### src/asc_pkg.sv
// Purpose: Shared constants and types for the acquisition sequencer and start control
// Assumes: 32-bit register port, word-aligned byte offsets
// Notes:   Control register bit positions collected here; trigger/start enables sit in a local register
package asc_pkg;

	localparam logic [7:0] ASC_OFS_BASE_CLK  = 8'h0C;
	localparam logic [7:0] ASC_OFS_RATE_DIV  = 8'h10;
	localparam logic [7:0] ASC_OFS_SCAN_DIV  = 8'h14;
	localparam logic [7:0] ASC_OFS_CH_GAIN   = 8'h18;
	localparam logic [7:0] ASC_OFS_CONTROL   = 8'h38;
	localparam logic [7:0] ASC_OFS_EXT_CTRL  = 8'h48;
	localparam logic [7:0] ASC_OFS_STATUS    = 8'h3C;

	// Control register field positions
	localparam int ASC_CTL_LAST_CH_LSB = 0;
	localparam int ASC_CTL_GAIN_LSB    = 4;
	localparam int ASC_CTL_SEQ_LSB     = 8;
	localparam int ASC_CTL_START_BIT   = 16;
	localparam int ASC_CTL_SCAN_BIT    = 18;

	// External input control field positions
	localparam int ASC_EXT_TRIG_EN_BIT   = 0;
	localparam int ASC_EXT_TRIG_FALL_BIT = 1;
	localparam int ASC_EXT_START_EN_BIT  = 2;
	localparam int ASC_EXT_START_FALL_BIT = 3;

	localparam logic [31:0] ASC_RST_CONTROL = 32'h0000_0000;
	localparam logic [31:0] ASC_RST_DIV     = 32'h0000_0000;
	localparam logic [31:0] ASC_RST_GAIN    = 32'h0000_0000;
	localparam logic [31:0] ASC_BASE_CLK_HZ = 32'h0BEB_C200;
	localparam logic [31:0] ASC_RD_UNMAPPED = 32'h0000_0000;

	localparam int ASC_NUM_CH = 8;

	typedef enum logic [1:0] {
		ASC_SEQ_NONE  = 2'b00,
		ASC_SEQ_MODBS = 2'b01,
		ASC_SEQ_ADV   = 2'b10,
		ASC_SEQ_BASIC = 2'b11
	} asc_seq_e;

	typedef enum logic [1:0] {
		ASC_ST_IDLE  = 2'b00,
		ASC_ST_ARMED = 2'b01,
		ASC_ST_RUN   = 2'b10
	} asc_acq_e;

	typedef struct packed {
		logic [2:0] channel;
		logic [3:0] gain;
	} asc_conv_s;

endpackage

### src/asc_seq_ctrl.sv
// Purpose: Conversion sequencer and start-event logic
// Assumes: Base clock is clk; register port read data valid one cycle after read strobe
// Notes:   conv_start pulses once per conversion with conv_sel beside it
//
// Implementation choices: strobed register access and the register offsets.
`timescale 1ns/1ps
`default_nettype none
module asc_seq_ctrl
	import asc_pkg::*;
#(
	parameter logic [31:0] BASE_CLK_HZ = ASC_BASE_CLK_HZ
) (
	input  wire logic        clk,
	input  wire logic        resetn,
	input  wire logic [7:0]  reg_addr,
	input  wire logic [31:0] reg_wdata,
	input  wire logic        reg_wr,
	input  wire logic        reg_rd,
	output logic      [31:0] reg_rdata,
	input  wire logic        ext_trig_in,
	input  wire logic        ext_start_in,
	output logic             conv_start,
	output asc_conv_s        conv_sel,
	output logic             acq_running
);
	logic [31:0] control_q;
	logic [31:0] rate_div_q;
	logic [31:0] scan_div_q;
	logic [31:0] ch_gain_q;
	logic [3:0]  ext_ctrl_q;
	asc_acq_e    acq_q;
	logic [2:0]  chan_q;
	logic        scan_busy_q;
	logic [2:0]  trig_sync_q;
	logic [2:0]  start_sync_q;

	asc_seq_e    seq_mode;
	logic [2:0]  last_ch;
	logic [3:0]  common_gain;
	logic        scan_mode;
	logic        ctl_wr;
	logic        wr_start;
	logic        wr_stop;
	logic        wr_start_q;
	logic        trig_edge;
	logic        start_edge;
	logic        periodic_tick;
	logic        scan_tick;
	logic        start_event;
	logic        do_conv;
	logic        scan_last;

	function automatic logic sel_edge(input logic prev, input logic cur, input logic fall);
		sel_edge = fall ? (prev & ~cur) : (~prev & cur);
	endfunction

	assign seq_mode    = asc_seq_e'(control_q[ASC_CTL_SEQ_LSB +: 2]);
	assign last_ch     = control_q[ASC_CTL_LAST_CH_LSB +: 3];
	assign common_gain = {1'b0, control_q[ASC_CTL_GAIN_LSB +: 3]};
	assign scan_mode   = control_q[ASC_CTL_SCAN_BIT] && seq_mode != ASC_SEQ_NONE && last_ch != 3'h0;

	assign ctl_wr   = reg_wr && reg_addr == ASC_OFS_CONTROL;
	assign wr_start = ctl_wr && reg_wdata[ASC_CTL_START_BIT];
	assign wr_stop  = ctl_wr && !reg_wdata[ASC_CTL_START_BIT];

	// Register writes
	always_ff @(posedge clk) begin
		if (!resetn) begin
			control_q  <= ASC_RST_CONTROL;
			rate_div_q <= ASC_RST_DIV;
			scan_div_q <= ASC_RST_DIV;
			ch_gain_q  <= ASC_RST_GAIN;
			ext_ctrl_q <= 4'h0;
		end else if (reg_wr) begin
			case (reg_addr)
				ASC_OFS_CONTROL:  control_q  <= reg_wdata;
				ASC_OFS_RATE_DIV: rate_div_q <= reg_wdata;
				ASC_OFS_SCAN_DIV: scan_div_q <= reg_wdata;
				ASC_OFS_CH_GAIN:  ch_gain_q  <= reg_wdata;
				ASC_OFS_EXT_CTRL: ext_ctrl_q <= reg_wdata[3:0];
				default: ;
			endcase
		end
	end

	// Start acts one cycle after the write so the new control fields are already in place
	always_ff @(posedge clk) begin
		if (!resetn)
			wr_start_q <= 1'b0;
		else
			wr_start_q <= wr_start;
	end

	// Register reads, data in the following cycle only
	always_ff @(posedge clk) begin
		if (!resetn || !reg_rd) begin
			reg_rdata <= 32'h0000_0000;
		end else begin
			case (reg_addr)
				ASC_OFS_BASE_CLK: reg_rdata <= BASE_CLK_HZ;
				ASC_OFS_RATE_DIV: reg_rdata <= rate_div_q;
				ASC_OFS_SCAN_DIV: reg_rdata <= scan_div_q;
				ASC_OFS_CH_GAIN:  reg_rdata <= ch_gain_q;
				ASC_OFS_CONTROL:  reg_rdata <= control_q;
				ASC_OFS_EXT_CTRL: reg_rdata <= {28'h0, ext_ctrl_q};
				ASC_OFS_STATUS:   reg_rdata <= {24'h0, scan_busy_q, chan_q, 2'b00, acq_q};
				default:          reg_rdata <= ASC_RD_UNMAPPED;
			endcase
		end
	end

	// Stage 0 feeds only stage 1; edges compare stages 1 and 2
	always_ff @(posedge clk) begin
		if (!resetn) begin
			trig_sync_q  <= 3'b000;
			start_sync_q <= 3'b000;
		end else begin
			trig_sync_q  <= {trig_sync_q[1:0], ext_trig_in};
			start_sync_q <= {start_sync_q[1:0], ext_start_in};
		end
	end

	assign trig_edge  = ext_ctrl_q[ASC_EXT_TRIG_EN_BIT] &&
		sel_edge(trig_sync_q[2], trig_sync_q[1], ext_ctrl_q[ASC_EXT_TRIG_FALL_BIT]);
	assign start_edge = ext_ctrl_q[ASC_EXT_START_EN_BIT] &&
		sel_edge(start_sync_q[2], start_sync_q[1], ext_ctrl_q[ASC_EXT_START_FALL_BIT]);

	// Acquisition state: idle, armed awaiting trigger, running periodic
	always_ff @(posedge clk) begin
		if (!resetn) begin
			acq_q <= ASC_ST_IDLE;
		end else if (wr_stop) begin
			acq_q <= ASC_ST_IDLE;
		end else if (wr_start) begin
			if (rate_div_q == 32'h0)
				acq_q <= ASC_ST_IDLE;
			else if (ext_ctrl_q[ASC_EXT_TRIG_EN_BIT])
				acq_q <= ASC_ST_ARMED;
			else
				acq_q <= ASC_ST_RUN;
		end else begin
			case (acq_q)
				ASC_ST_ARMED: if (trig_edge) acq_q <= ASC_ST_RUN;
				ASC_ST_RUN:   acq_q <= ASC_ST_RUN;
				ASC_ST_IDLE:  acq_q <= ASC_ST_IDLE;
				default:      acq_q <= ASC_ST_IDLE;
			endcase
		end
	end

	// Periodic timer restarts on start, stop and trigger
	asc_divider #(.WIDTH(32)) u_rate_div (
		.clk     (clk),
		.resetn  (resetn),
		.run     (acq_q == ASC_ST_RUN),
		.restart (ctl_wr || (acq_q == ASC_ST_ARMED && trig_edge)),
		.div     (rate_div_q),
		.tick    (periodic_tick)
	);

	// Intra-scan pacing counts from the scan's first conversion, so spacing equals the divisor
	asc_divider #(.WIDTH(32)) u_scan_div (
		.clk     (clk),
		.resetn  (resetn),
		.run     (scan_mode && (scan_busy_q || start_event)),
		.restart (!scan_mode),
		.div     (scan_div_q),
		.tick    (scan_tick)
	);

	// Immediate start unless arming; triggered runs start on the edge itself
	assign start_event = (wr_start_q && !(rate_div_q != 32'h0 && ext_ctrl_q[ASC_EXT_TRIG_EN_BIT]))
		|| (acq_q == ASC_ST_ARMED && trig_edge && !ctl_wr)
		|| (acq_q == ASC_ST_RUN && periodic_tick && !ctl_wr)
		|| start_edge;

	// Starts arriving mid-scan are dropped; zero scan divisor converts back to back
	assign scan_last = chan_q == last_ch;
	assign do_conv   = scan_mode ? ((start_event && !scan_busy_q) || (scan_busy_q && (scan_tick || scan_div_q == 32'h0)))
	                             : start_event;

	always_ff @(posedge clk) begin
		if (!resetn) begin
			scan_busy_q <= 1'b0;
		end else if (!scan_mode) begin
			scan_busy_q <= 1'b0;
		end else if (do_conv && !scan_busy_q) begin
			scan_busy_q <= 1'b1;
		end else if (do_conv && scan_last) begin
			scan_busy_q <= 1'b0;
		end
	end

	// Channel pointer
	always_ff @(posedge clk) begin
		if (!resetn) begin
			chan_q <= 3'h0;
		end else if (seq_mode == ASC_SEQ_NONE) begin
			chan_q <= 3'h0;
		end else if (ctl_wr && seq_mode != ASC_SEQ_MODBS &&
		             reg_wdata[ASC_CTL_SEQ_LSB +: 2] != 2'(ASC_SEQ_MODBS)) begin
			chan_q <= 3'h0;
		end else if (scan_mode && start_event && !scan_busy_q) begin
			chan_q <= (last_ch == 3'h0) ? 3'h0 : 3'h1;
		end else if (do_conv) begin
			chan_q <= (chan_q >= last_ch) ? 3'h0 : chan_q + 3'h1;
		end
	end

	// Conversion output
	always_ff @(posedge clk) begin
		if (!resetn) begin
			conv_start <= 1'b0;
			conv_sel   <= '0;
		end else begin
			conv_start <= do_conv;
			if (do_conv) begin
				case (seq_mode)
					ASC_SEQ_NONE: begin
						conv_sel.channel <= last_ch;
						conv_sel.gain    <= common_gain;
					end
					ASC_SEQ_ADV: begin
						conv_sel.channel <= (scan_mode && !scan_busy_q) ? 3'h0 : chan_q;
						conv_sel.gain    <= ch_gain_q[4*((scan_mode && !scan_busy_q) ? 3'h0 : chan_q) +: 4];
					end
					ASC_SEQ_MODBS, ASC_SEQ_BASIC: begin
						conv_sel.channel <= (scan_mode && !scan_busy_q) ? 3'h0 : chan_q;
						conv_sel.gain    <= common_gain;
					end
					default: begin
						conv_sel.channel <= 3'h0;
						conv_sel.gain    <= common_gain;
					end
				endcase
			end
		end
	end

	always_ff @(posedge clk) begin
		if (!resetn)
			acq_running <= 1'b0;
		else
			acq_running <= acq_q != ASC_ST_IDLE || scan_busy_q;
	end
endmodule
`default_nettype wire

### src/asc_divider.sv
// Purpose: Reloading cycle divider producing a one-cycle tick
// Assumes: div of zero means stopped
// Notes:   Restart clears the count so the first tick lands a full period later
`timescale 1ns/1ps
`default_nettype none
module asc_divider
	import asc_pkg::*;
#(
	parameter int WIDTH = 32
) (
	input  wire logic             clk,
	input  wire logic             resetn,
	input  wire logic             run,
	input  wire logic             restart,
	input  wire logic [WIDTH-1:0] div,
	output logic                  tick
);
	logic [WIDTH-1:0] cnt_q;

	always_ff @(posedge clk) begin
		if (!resetn || restart || !run || div == '0) begin
			cnt_q <= '0;
			tick  <= 1'b0;
		end else if (cnt_q >= div - 1'b1) begin
			cnt_q <= '0;
			tick  <= 1'b1;
		end else begin
			cnt_q <= cnt_q + 1'b1;
			tick  <= 1'b0;
		end
	end
endmodule
`default_nettype wire

### config.mk
export PLATFORM = sky130hd
export DESIGN_NAME = asc_seq_ctrl
export DESIGN_NICKNAME = d
export VERILOG_FILES = /design/src/asc_pkg.sv /design/src/asc_seq_ctrl.sv /design/src/asc_divider.sv
export SDC_FILE = /design/constraint.sdc
export NUM_CORES = 1
export LEC_CHECK = 0
export BUFFER_PORTS_ARGS = -buffer_cell sky130_fd_sc_hd__buf_2
export CAP_MARGIN = 15
export CORE_MARGIN = 3
export CORE_UTILIZATION = 30
export DETAILED_ROUTE_END_ITERATION = 7
export PLACE_DENSITY = 0.43
export SETUP_SLACK_MARGIN = 0.2
export SYNTH_ARGS = -nofsm -noshare
export SYNTH_HDL_FRONTEND = slang
export SYNTH_SLANG_ARGS = --single-unit
### constraint.sdc
create_clock -name clk -period 8.8 [get_ports clk]
set_clock_uncertainty 0.2 [all_clocks]
set_input_delay 0 -clock clk [delete_from_list [all_inputs] [get_ports clk]]
set_output_delay 0 -clock clk [all_outputs]
set_load 0.01 [all_outputs]
==> results of run 1 <==
## synthesized netlist by cell type (3+ instances only)
cell type                   number
sky130_fd_sc_hd__nor4_1         44
sky130_fd_sc_hd__nor2_1         94
sky130_fd_sc_hd__dfxtp_1       252
sky130_fd_sc_hd__mux2_2          4
sky130_fd_sc_hd__or3_1           4
sky130_fd_sc_hd__a2111oi_0       3
sky130_fd_sc_hd__buf_1           5
sky130_fd_sc_hd__ha_1           76
sky130_fd_sc_hd__nor2b_1        14
sky130_fd_sc_hd__o22a_1         24
sky130_fd_sc_hd__and3_1         20
sky130_fd_sc_hd__o31ai_1         5
sky130_fd_sc_hd__nand3b_1        4
sky130_fd_sc_hd__a22oi_1         3
sky130_fd_sc_hd__inv_1          22
sky130_fd_sc_hd__nor3_1         57
sky130_fd_sc_hd__nor4b_1         3
sky130_fd_sc_hd__and2_1          9
sky130_fd_sc_hd__nand4_1        35
sky130_fd_sc_hd__a21o_1         25
sky130_fd_sc_hd__xor2_1         47
sky130_fd_sc_hd__nand2_1       333
sky130_fd_sc_hd__mux2i_1        66
sky130_fd_sc_hd__nand3_1        41
sky130_fd_sc_hd__xnor2_1        74
sky130_fd_sc_hd__nand2b_1       10
sky130_fd_sc_hd__buf_2           4
sky130_fd_sc_hd__a21oi_1       179
sky130_fd_sc_hd__clkbuf_1       84
sky130_fd_sc_hd__a211oi_1       13
sky130_fd_sc_hd__or4_1           4
sky130_fd_sc_hd__and4_1          5
sky130_fd_sc_hd__o21ai_0        19
## what timing repair did
action / 4_1_cts / 5_1_grt
endpoints found under the hold margin: 175 / 0
hold buffers: 51 / 0
setup buffers: 0 / 0
## how the worst max path moves through the flow
stage / from / to / depth (start not counted)
after floorplan: scan_div_q[2] / u_scan_div.cnt_q[10] / 17
after global placement: scan_div_q[2] / u_scan_div.tick / 16
after detailed placement: scan_div_q[2] / u_scan_div.cnt_q[3] / 15
after CTS: scan_div_q[2] / u_scan_div.tick / 15
after global routing: scan_div_q[2] / u_scan_div.cnt_q[4] / 15
final: scan_div_q[2] / u_scan_div.tick / 15
## routing by layer
layer / wire length, um / up-vias / track usage, %
met5: 0 / - / 0
met1: 21280 / 5560 / 26.51
met3: 2241 / 55 / 2.887
met2: 20490 / 266 / 31.23
met4: 1042 / 0 / 4.465
li1: - / 5851 / -
## flip-flops by register name, indices dropped and copies added, names as in the netlist
signal and cells:
acq_q 2, acq_running 1, ch_gain_q 32, chan_q 3, control_q 32, conv_sel 7, conv_start 1, ext_ctrl_q 4
rate_div_q 32, reg_rdata 32, scan_busy_q 1, scan_div_q 32, start_sync_q 3, trig_sync_q 3, u_rate_div.cnt_q 32, u_rate_div.tick 1
u_scan_div.cnt_q 32, u_scan_div.tick 1, wr_start_q 1
## power by group through the flow
stage          combinational (W)  sequential (W)  clock [W]
2_1_floorplan          0.0000437         0.00117          0
3_3_place_gp           0.0000837         0.00117          0
3_5_place_dp           0.0000838         0.00117          0
4_1_cts                 0.000101         0.00114    0.00139
5_1_grt                 0.000109         0.00114    0.00143
6_report                0.000101         0.00114    0.00136
## worst max-delay path: stages, from the launching register on
cell and delay (ns):
sky130_fd_sc_hd__dfxtp_1 0.37, sky130_fd_sc_hd__or4_4 0.56, sky130_fd_sc_hd__or4_4 0.47, sky130_fd_sc_hd__or3_4 0.36
sky130_fd_sc_hd__or2_4 0.26, sky130_fd_sc_hd__or3_4 0.41, sky130_fd_sc_hd__nor2_1 0.15, sky130_fd_sc_hd__xnor2_1 0.08
sky130_fd_sc_hd__ha_1 0.30, sky130_fd_sc_hd__nand4_1 0.14, sky130_fd_sc_hd__nor3_1 0.29, sky130_fd_sc_hd__and4_1 0.22
sky130_fd_sc_hd__o311ai_0 0.14, sky130_fd_sc_hd__nand3_1 0.13, sky130_fd_sc_hd__buf_4 0.35, sky130_fd_sc_hd__nor2b_1 0.18
## cells by family after synthesis
kind of cell / after synthesis / synth area share [%]
flip-flops: 252 / 38.17
XOR/XNOR: 121 / 8.018
AO/OA/AOI/OAI: 292 / 13.22
adder cells (fa/ha/maj): 76 / 7.194
buffers and inverters: 116 / 3.389
AND/OR/NAND/NOR: 692 / 24.50
multiplexers: 71 / 5.509
## metrics by stage
| stage | power [W] | cells |
|---|---|---|
| after floorplan | 0.001212 | 1620 |
| after global placement | 0.001253 | 2213 |
| after detailed placement | 0.001253 | 2213 |
| after CTS | 0.002639 | 2322 |
| after global routing | 0.002684 | 2322 |
| final | 0.002603 | 2322 |
## cell type report
type / count / area, um^2 / area share [%]
clock buffer: 39 / 865.8 / 5.493
clock inverter: 19 / 212.7 / 1.349
inverter: 22 / 85.08 / 0.5398
multi-input combinational: 1252 / 7761 / 49.24
sequential: 252 / 5045 / 32.01
tap: 585 / 732.0 / 4.644
timing repair buffer: 153 / 1061 / 6.731
==> results.py, run 1 <==
metrics = {
    "routing": {
        "first_iter_violations": 828,
        "num_vias": 11730,
        "remaining_drc_errors": 0,
        "post_drt_wl_per_cell_um": 19.40,
        "drt_pass1_iterations": 5,
        "post_drt_via_cell_ratio": 5.053,
        "finalWirelength_um": 45050,
        "ant_nets": 0,
    },
    "pwr": {
        "fraction_of_power_consumed_by_sequential_logic_pct": 44.0,
        "switching_share_pct": 23.38,
        "comb_power_share_pct": 3.9,
        "p_sw_w": 0.0006085,
        "powerDensity_nw_per_um2": 165.1,
        "power.leakage_nw": 6.337,
        "vdd_ir_drop_max_uv": 135.0,
        "clk_pwr_share_pct": 52.2,
        "power_report.internal_total_w": 0.001994,
    },
    "layout": {
        "fillCellCount": 4534,
        "mostFrequentLayoutCells": "sky130_fd_sc_hd__nand2_1 (333), sky130_fd_sc_hd__dfxtp_1 (252), sky130_fd_sc_hd__a21oi_1 (179)",
        "most_frequent_standard_cell_in_the_layout_excluding_fill_and_tap_cells": "sky130_fd_sc_hd__nand2_1",
        "finalInstanceArea_um2": 15760,
        "post_route_cells_drive_above_1_share_pct": 10.36,
        "diodes": 0,
        "finalNetCount": 1834,
        "fin_util_pct": 36.43,
        "area_growth_syn_to_layout_pct": 19.25,
    },
    "cts": {
        "clkLatencyLatePin_ns": 0.59,
        "cts.clk_slew.worst_paths_ns": 0.06,
        "htree_levels": 1,
        "clock_tree.buffer_depth": 3,
        "ctsRootBufferMaster": "sky130_fd_sc_hd__clkbuf_16",
        "cts_tree": "built",
        "numClockSinks": 252,
        "clock_buffer_count_from_cts": 31,
        "cts_repair_resize_count": 0,
    },
    "synth": {
        "yosys.cell_types.count": 62,
        "synth_top_cell_by_area": "sky130_fd_sc_hd__dfxtp_1",
        "ys_seq_elements": 252,
        "synth_top_area_share_pct": 38.17,
        "synthCells": 1620,
        "synth_edf_count": 0,
        "seq_area_frac_synth_pct": 38.17,
        "largest_cells_by_area_after_synthesis": "sky130_fd_sc_hd__dfxtp_1 (38%), sky130_fd_sc_hd__nand2_1 (9.5%), sky130_fd_sc_hd__ha_1 (7.2%)",
        "post_synth_instance_area_um2": 13220,
        "ys.warnings.count": 0,
        "avgSynthCellArea_um2": 8.159,
        "dominantRegCellSynth": "sky130_fd_sc_hd__dfxtp_1",
        "mappedNetlistNets": 1742,
        "postSynth.asyncResetShare_pct": 0,
    },
    "sta": {
        "period_minus_slack_ns": 4.709,
        "hold_slack_ns": 0.04694,
        "slew_headroom_pct": 34.75,
        "slew_violations": 0,
        "totalNegativeSetupSlack_ns": 0,
        "fmax_ghz": 0.2123,
        "setup_viol": 0,
        "finalHoldViolations": 0,
        "layout_setup_ws_ns": 4.091,
        "worstMarginPinSlew_ns": 0.9788,
        "grt_setup_unrepaired": "no",
        "timing.final.crit_share_pct": 53.51,
    },
    "die": {
        "start_util_pct": 30.55,
        "boundaryPins": 87,
        "overall_die_height_um": 215.9,
        "fp.coreArea_um2": 43270,
        "die_width_um": 215.9,
        "design.die.area_um2": 46610,
        "rows": 76,
    },
    "critical_path": {
        "end_kind": "flop",
        "startpoint_of_the_worst_slack_reg_to_reg_timing_path": "scan_div_q[2]",
        "path_max_fanout": 33,
        "rrSetupSlack_ns": 4.09,
        "worst-endpoint-required_ns": 9.11,
        "critical_path_arrival_ns": 5.02,
        "worst-r2r-cell-count": 15,
        "worstSetupStartpointType": "flop",
        "endpoint_of_the_worst_register_to_register_path": "u_scan_div.tick",
        "worst-setup-path-type": "flop to flop",
    },
    "global_routing": {
        "antenna_found_initial": 0,
        "first_global_vias": 11580,
        "largest_net_degree_at_the_start_of_global_routing": 73,
        "grt.overflow.total": 0,
        "grt_pass1_wl_um": 70010,
        "grtUsageTotal_pct": 19.07,
    },
    "place": {
        "dpl-instance-area_um2": 14170,
        "dp_hpwl_um": 30620,
        "buffer_ports.inserted": 86,
        "preCtsSetupSlack_ns": 4.117,
        "gp_congestion": 0.8061,
    },
    "hold_path": {
        "hold_path_depth": 4,
        "holdCritPathClass": "input pin to flop",
        "worstHoldStart": "reg_wdata[24]",
        "hold_end": "rate_div_q[24]",
    },
    "run": {
        "max-cap-violations": 0,
    },
    "outcome": {
        "outcome": "finished, final reports clean",
    },
}
No activity file was read; power rests on OpenSTA's default activity.
==> run 2: changes to the inputs <==
==> constraint.sdc (replaced) <==
create_clock -name clk -period 4.8 [get_ports clk]
set_clock_uncertainty 0.2 [all_clocks]
set_input_delay 0 -clock clk [delete_from_list [all_inputs] [get_ports clk]]
set_output_delay 0 -clock clk [all_outputs]
set_load 0.01 [all_outputs]
==> run 2 against run 1 <==
Net effect: non-clock buffer count rose by 22; largest power group unchanged; global-route usage fell by 0.39 points; combinational power rose by 83%; count of clock-buffer cells in the layout rose by 5; wire length rose by 0.27%; critical path depth rose by 1; largest cell class unchanged; design area rose by 1.2%; register-to-register slack got worse by 3.8 ns; highest routed layer unchanged.
==> results.py, run 2 (synthesis results as in run 1) <==
metrics = {
    "outcome": {
        "outcome": "finished, final reports clean",
    },
    "critical_path": {
        "end_point_of_the_critical_path": "u_scan_div.tick",
        "crit_path_start": "scan_div_q[2]",
        "worst-r2r-cell-count": 16,
        "worstSetupStartpointType": "flop",
        "critical_path_arrival_ns": 4.72,
        "path_max_fanout": 8,
        "startpoint_of_the_worst_slack_reg_to_reg_timing_path": "scan_div_q[2]",
        "end_kind": "flop",
        "worst-setup-path-type": "flop to flop",
        "endpoint_of_the_worst_register_to_register_path": "u_scan_div.tick",
        "rrSetupSlack_ns": 0.33,
        "worst-endpoint-required_ns": 5.05,
    },
    "routing": {
        "met2WireLength_um": 20290,
        "met3_length_um": 2379,
        "drt_pass1_iterations": 6,
        "dr.max_layer_used": "met4",
        "post_drt_via_cell_ratio": 5.100,
        "met1Wirelength_um": 21470,
        "ant_nets": 0,
        "post_drt_wl_per_cell_um": 19.29,
        "finalWirelength_um": 45170,
        "num_vias": 11950,
        "remaining_drc_errors": 0,
        "first_iter_violations": 721,
    },
    "place": {
        "dp_hpwl_um": 31120,
        "gp_congestion": 0.8378,
        "dpl-instance-area_um2": 14290,
        "buffer_ports.inserted": 86,
    },
    "cts": {
        "htree_levels": 1,
        "numClockSinks": 252,
        "ctsRootBufferMaster": "sky130_fd_sc_hd__clkbuf_16",
        "cts.clk_slew.worst_paths_ns": 0.06,
        "clock_tree.buffer_depth": 3,
        "cts_tree": "built",
        "clkLatencyLatePin_ns": 0.58,
        "clock_buffer_count_from_cts": 30,
    },
    "die": {
        "design.die.area_um2": 46610,
        "rows": 76,
        "die_width_um": 215.9,
        "fp.coreArea_um2": 43270,
        "overall_die_height_um": 215.9,
        "boundaryPins": 87,
        "start_util_pct": 30.55,
    },
    "layout": {
        "finalInstanceArea_um2": 15950,
        "finalNetCount": 1855,
        "fillCellCount": 4502,
        "most_frequent_standard_cell_in_the_layout_excluding_fill_and_tap_cells": "sky130_fd_sc_hd__nand2_1",
        "regArea_um2": 5045,
        "area_growth_syn_to_layout_pct": 20.70,
        "post_route_cells_drive_above_1_share_pct": 11.73,
        "multi_input_comb_area_um2": 7840,
        "mostFrequentLayoutCells": "sky130_fd_sc_hd__nand2_1 (333), sky130_fd_sc_hd__dfxtp_1 (252), sky130_fd_sc_hd__a21oi_1 (178)",
    },
    "sta": {
        "period_minus_slack_ns": 4.468,
        "slew_violations": 0,
        "worstMarginPinSlew_ns": 1.026,
        "totalNegativeSetupSlack_ns": 0,
        "fmax_ghz": 0.2238,
        "setup_viol": 0,
        "timing.final.crit_share_pct": 93.09,
        "grt_setup_unrepaired": "no",
        "slew_headroom_pct": 31.59,
        "finalHoldViolations": 0,
    },
    "global_routing": {
        "first_global_vias": 11410,
        "antenna_found_initial": 1,
        "grt.overflow.total": 0,
        "grt_pass1_wl_um": 68650,
        "largest_net_degree_at_the_start_of_global_routing": 90,
        "grtUsageTotal_pct": 18.68,
    },
    "run": {
        "max-cap-violations": 0,
    },
    "pwr": {
        "power.leakage_nw": 6.434,
        "powerDensity_nw_per_um2": 284.0,
        "vdd_ir_drop_max_uv": 223.1,
    },
    "hold_path": {
        "holdCritPathClass": "input pin to flop",
    },
}
==> run 2: cell count changes in the layout (fill, tap and decap cells not counted), moves of 3 or more <==
cell and change:
sky130_fd_sc_hd__clkbuf_1 +3, sky130_fd_sc_hd__bufinv_16 -4, sky130_fd_sc_hd__buf_4 +15, sky130_fd_sc_hd__nor3_2 +8
sky130_fd_sc_hd__dlygate4sd3_1 +3, sky130_fd_sc_hd__nor3_1 -8
==> run 2: metal layers <==
metal  GRT usage (%)  up-vias
met5               0        -
met4           4.618        0
met3           2.689       52
met2           30.42      305
met1           26.10     5698
li1                -     5890
==> run 2: critical path, cell delays in order, from the launching register on <==
cell	delay, ns
sky130_fd_sc_hd__dfxtp_1	0.31
sky130_fd_sc_hd__or4_4	0.54
sky130_fd_sc_hd__or4_4	0.45
sky130_fd_sc_hd__or3_4	0.36
sky130_fd_sc_hd__or2_4	0.26
sky130_fd_sc_hd__or3_4	0.38
sky130_fd_sc_hd__nor2_4	0.12
sky130_fd_sc_hd__xnor2_2	0.07
sky130_fd_sc_hd__ha_1	0.31
sky130_fd_sc_hd__a21o_1	0.18
sky130_fd_sc_hd__a21o_1	0.18
sky130_fd_sc_hd__a21oi_2	0.14
sky130_fd_sc_hd__nor2_1	0.07
sky130_fd_sc_hd__a211oi_2	0.24
sky130_fd_sc_hd__nand3_4	0.19
sky130_fd_sc_hd__clkbuf_16	0.22
sky130_fd_sc_hd__nor2b_1	0.13
==> run 2: final cells by class <==
cell class | count | area share (%)
clock buffer | 44 | 5.670
multi-input combinational | 1252 | 49.14
inverter | 22 | 0.5333
antenna | 1 | 0.01568
sequential | 252 | 31.62
clock inverter | 11 | 0.3764
tap | 585 | 4.588
timing repair buffer | 175 | 8.054
==> run 2: repair_timing <==
action,in CTS,in global routing
endpoints found under the setup margin,0,41
hold buffers,54,0
resized for setup,0,18
endpoints found under the hold margin,177,0
setup buffers,0,2
==> run 2: worst min-delay path by stage <==
stage / startpoint / endpoint / slack (ns) / depth (start not counted)
after floorplan: ext_start_in / start_sync_q[0] / -0.07 / 1
final: reg_wdata[24] / rate_div_q[24] / 0.06 / 4
after global routing: reg_wdata[29] / scan_div_q[29] / 0.07 / 4
after CTS: reg_wdata[30] / control_q[30] / 0.03 / 4
after detailed placement: ext_start_in / start_sync_q[0] / 0.01 / 2
after global placement: ext_trig_in / trig_sync_q[0] / 0.01 / 2
==> run 2: where the power goes <==
| group | total [W] | switching [W] | internal [W] |
|---|---|---|---|
| registers | 0.00210 | 0.00000260 | 0.00209 |
| clock network | 0.00225 | 0.000953 | 0.00129 |
| logic | 0.000185 | 0.000112 | 0.0000726 |
| total | 0.00453 | 0.00107 | 0.00346 |
==> run 2: stage by stage <==
step | util, % | hold slack (ns) | cells | setup slack (ns) | power, W
4_1_cts | 36.50 | 0.03145 | 2336 | 0.2697 | 0.004596
2_1_floorplan | - | -0.07271 | 1620 | 0.4068 | 0.002223
6_report | 36.87 | 0.05804 | 2342 | 0.3317 | 0.004530
3_3_place_gp | 33.02 | 0.01006 | 2227 | 0.3382 | 0.002296
5_1_grt | 36.87 | 0.06731 | 2341 | 0.1866 | 0.004684
3_5_place_dp | 33.02 | 0.01089 | 2227 | 0.2791 | 0.002296
==> run 3: changes to the inputs <==
--- a/config.mk
+++ b/config.mk
@@ -5,6 +5,7 @@
 export SDC_FILE = /design/constraint.sdc
 export NUM_CORES = 1
 export LEC_CHECK = 0
+export ABC_AREA = 1
 export BUFFER_PORTS_ARGS = -buffer_cell sky130_fd_sc_hd__buf_2
 export CAP_MARGIN = 15
 export CORE_MARGIN = 3
==> constraint.sdc (replaced) <==
create_clock -name clk -period 5.17 [get_ports clk]
set_clock_uncertainty 0.2 [all_clocks]
set_input_delay 0 -clock clk [delete_from_list [all_inputs] [get_ports clk]]
set_output_delay 0 -clock clk [all_outputs]
set_load 0.01 [all_outputs]
==> run 3 against run 2 <==
Net effect: total power is 1.3% higher; global-route usage is 0.99 points higher; count of clock-buffer cells in the layout is 4 higher; first-iteration DRC count is 19% higher; cell count is 13% higher; combinational power hardly changed; via count is 7.4% higher; sequential cell count stayed put; sequential share of layout area is 0.87 points lower; critical endpoint is now u_rate_div.cnt_q[26]; highest routed layer unchanged.
==> results.py, run 3 <==
metrics = {
    "critical_path": {
        "path_max_fanout": 32,
        "worst-endpoint-required_ns": 5.42,
        "crit_path_start": "rate_div_q[0]",
        "startpoint_of_the_worst_slack_reg_to_reg_timing_path": "rate_div_q[0]",
        "critical_path_arrival_ns": 4.31,
        "worstSetupStartpointType": "flop",
        "worst-setup-path-type": "flop to flop",
        "end_kind": "flop",
    },
    "cts": {
        "clock_tree.buffer_depth": 3,
        "clock_buffer_count_from_cts": 34,
        "numClockSinks": 252,
        "cts_repair_resize_count": 0,
        "ctsRootBufferMaster": "sky130_fd_sc_hd__clkbuf_16",
        "clkLatencyLatePin_ns": 0.55,
        "htree_levels": 2,
        "cts_tree": "built",
        "cts.clk_slew.worst_paths_ns": 0.06,
    },
    "global_routing": {
        "first_global_vias": 12440,
        "grtUsageTotal_pct": 19.67,
        "grt.overflow.total": 0,
        "grt_pass1_wl_um": 73330,
        "groute.layer.met2.usage_pct": 32.99,
        "largest_net_degree_at_the_start_of_global_routing": 102,
        "antenna_found_initial": 0,
        "top_usage_layer": "met2",
        "gr-usage-met3_pct": 3.200,
        "use_met1_pct": 26.05,
    },
    "routing": {
        "num_vias": 12830,
        "post_drt_wl_per_cell_um": 18.16,
        "ant_nets": 0,
        "finalWirelength_um": 47900,
        "drt_pass1_iterations": 5,
        "post_drt_via_cell_ratio": 4.863,
        "remaining_drc_errors": 0,
        "first_iter_violations": 855,
    },
    "sta": {
        "finalHoldViolations": 0,
        "worstMarginPinSlew_ns": 0.9832,
        "layout_setup_ws_ns": 1.106,
        "fmax_ghz": 0.2461,
        "slew_headroom_pct": 34.41,
        "totalNegativeSetupSlack_ns": 0,
        "grt_setup_unrepaired": "no",
        "slew_violations": 0,
        "period_minus_slack_ns": 4.064,
        "timing.final.crit_share_pct": 78.61,
        "setup_viol": 0,
    },
    "hold_path": {
        "holdCritPathClass": "input pin to flop",
        "worstHoldStart": "reg_addr[5]",
    },
    "pwr": {
        "vdd_ir_drop_max_uv": 218.7,
        "powerDensity_nw_per_um2": 279.8,
        "power.leakage_nw": 7.123,
    },
    "synth": {
        "synth_top_cell_by_area": "sky130_fd_sc_hd__dfxtp_1",
        "mappedNetlistNets": 2030,
        "postSynth.asyncResetShare_pct": 0,
        "synthCells": 1908,
        "post_synth_instance_area_um2": 13780,
        "dominantRegCellSynth": "sky130_fd_sc_hd__dfxtp_1",
        "yosys.cell_types.count": 47,
        "synth_edf_count": 0,
        "synth_most_common_cell": "sky130_fd_sc_hd__inv_1",
        "ys_seq_elements": 252,
        "synth_top_area_share_pct": 36.62,
        "ys.warnings.count": 0,
        "seq_area_frac_synth_pct": 36.62,
        "avgSynthCellArea_um2": 7.220,
        "largest_cells_by_area_after_synthesis": "sky130_fd_sc_hd__dfxtp_1 (37%), sky130_fd_sc_hd__inv_1 (7.8%), sky130_fd_sc_hd__ha_1 (6.9%)",
        "synthTopCellsByCount": "sky130_fd_sc_hd__inv_1 (285), sky130_fd_sc_hd__dfxtp_1 (252), sky130_fd_sc_hd__nand2_1 (248)",
    },
    "place": {
        "dp.cells": 2526,
        "preCtsSetupSlack_ns": 1.027,
        "dpl-instance-area_um2": 14710,
        "gp_congestion": 0.8839,
        "buffer_ports.inserted": 86,
        "dp_hpwl_um": 35810,
    },
    "layout": {
        "finalNetCount": 2145,
        "most_frequent_standard_cell_in_the_layout_excluding_fill_and_tap_cells": "sky130_fd_sc_hd__inv_1",
        "area_growth_syn_to_layout_pct": 19.10,
        "multi_input_comb_area_um2": 7358,
        "layoutNonFillerInstCount": 2638,
        "regArea_um2": 5045,
        "post_route_cells_drive_above_1_share_pct": 9.193,
        "fillCellCount": 4772,
        "mostFrequentLayoutCells": "sky130_fd_sc_hd__inv_1 (285), sky130_fd_sc_hd__dfxtp_1 (252), sky130_fd_sc_hd__nand2_1 (246)",
        "finalInstanceArea_um2": 16410,
    },
    "die": {
        "overall_die_height_um": 220.3,
        "design.die.area_um2": 48530,
        "rows": 77,
        "start_util_pct": 30.75,
        "die_width_um": 220.3,
        "fp.coreArea_um2": 44800,
        "boundaryPins": 87,
    },
    "run": {
        "max-cap-violations": 0,
    },
    "outcome": {
        "outcome": "finished, final reports clean",
    },
}
==> run 3: stage by stage <==
step,power (W),hold slack [ns],utilization (%)
floorplan,0.002078,-0.1024,-
global placement,0.002151,-0.007973,32.84
detailed placement,0.002152,-0.009690,32.84
CTS,0.004660,0.05884,36.62
global route,0.004747,0.1076,36.62
finish,0.004590,0.05665,36.62
==> run 3: critical path, stage by stage (launching register included) <==
cell and delay, ns:
sky130_fd_sc_hd__dfxtp_1 0.32, sky130_fd_sc_hd__inv_1 0.13, sky130_fd_sc_hd__ha_1 0.23, sky130_fd_sc_hd__nand3_2 0.16, sky130_fd_sc_hd__nor2_1 0.23, sky130_fd_sc_hd__nand4_1 0.22
sky130_fd_sc_hd__inv_1 0.15, sky130_fd_sc_hd__nand2_1 0.12, sky130_fd_sc_hd__nor4_2 0.25, sky130_fd_sc_hd__a21oi_1 0.13, sky130_fd_sc_hd__ha_1 0.28, sky130_fd_sc_hd__nand2_1 0.08
sky130_fd_sc_hd__o21ai_0 0.11, sky130_fd_sc_hd__a21oi_1 0.17, sky130_fd_sc_hd__o21a_1 0.19, sky130_fd_sc_hd__nand4_2 0.68, sky130_fd_sc_hd__nor2_1 0.29
==> run 3: logic make-up (layout without fill, tap and decap cells) <==
family / count (synthesis) / count (layout) / share of synthesized area (%)
and+or+nand+nor: 703 / 703 / 23.10
AOI/OAI and AO/OA: 406 / 406 / 16.07
buffers and inverters: 356 / 493 / 10.00
DFF: 252 / 252 / 36.62
xor gates and xnor gates: 115 / 115 / 7.312
adders and majority gates: 76 / 76 / 6.903
other: 0 / 1 / 0
==> run 3: power by group <==
| part | internal, W | total [W] | switching, W |
|---|---|---|---|
| sequential | 0.00195 | 0.00195 | 0.00000276 |
| clock | 0.00153 | 0.00245 | 0.000925 |
| combinational | 0.0000697 | 0.000188 | 0.000118 |
| total | 0.00354 | 0.00459 | 0.00105 |
==> run 3: repair_timing <==
action | in CTS | in global routing
endpoints found under the hold margin | 152 | 0
setup buffers | 0 | 0
hold buffers | 53 | 0
==> run 3: final cells by class <==
cell class	instances	share of cell area (%)
Clock buffer	48	6.002
Antenna cell	1	0.01525
Inverter	289	6.612
Clock inverter	10	1.068
Multi-Input combinational cell	1300	44.85
Timing Repair Buffer	146	6.192
Sequential cell	252	30.75
Tap cell	592	4.515
==> run 3: path summary, 6_finish.rpt <==
path | endpoint | slack, ns | cells past startpoint
min reg2reg | trig_sync_q[1] | 0.21 | 2
max reg2reg | u_rate_div.cnt_q[26] | 1.11 | 16
min | reg_rdata[0] | 0.06 | 6
max | u_rate_div.cnt_q[26] | 1.11 | 16
==> run 3: routing by layer <==
metal	part of all wire [%]	routed length (um)	vias to the layer above
met2	47	22520	242
met1	46	22110	5972
met3	4.1	1957	79
li1	-	-	6536
met4	2.8	1321	0
met5	0	0	-
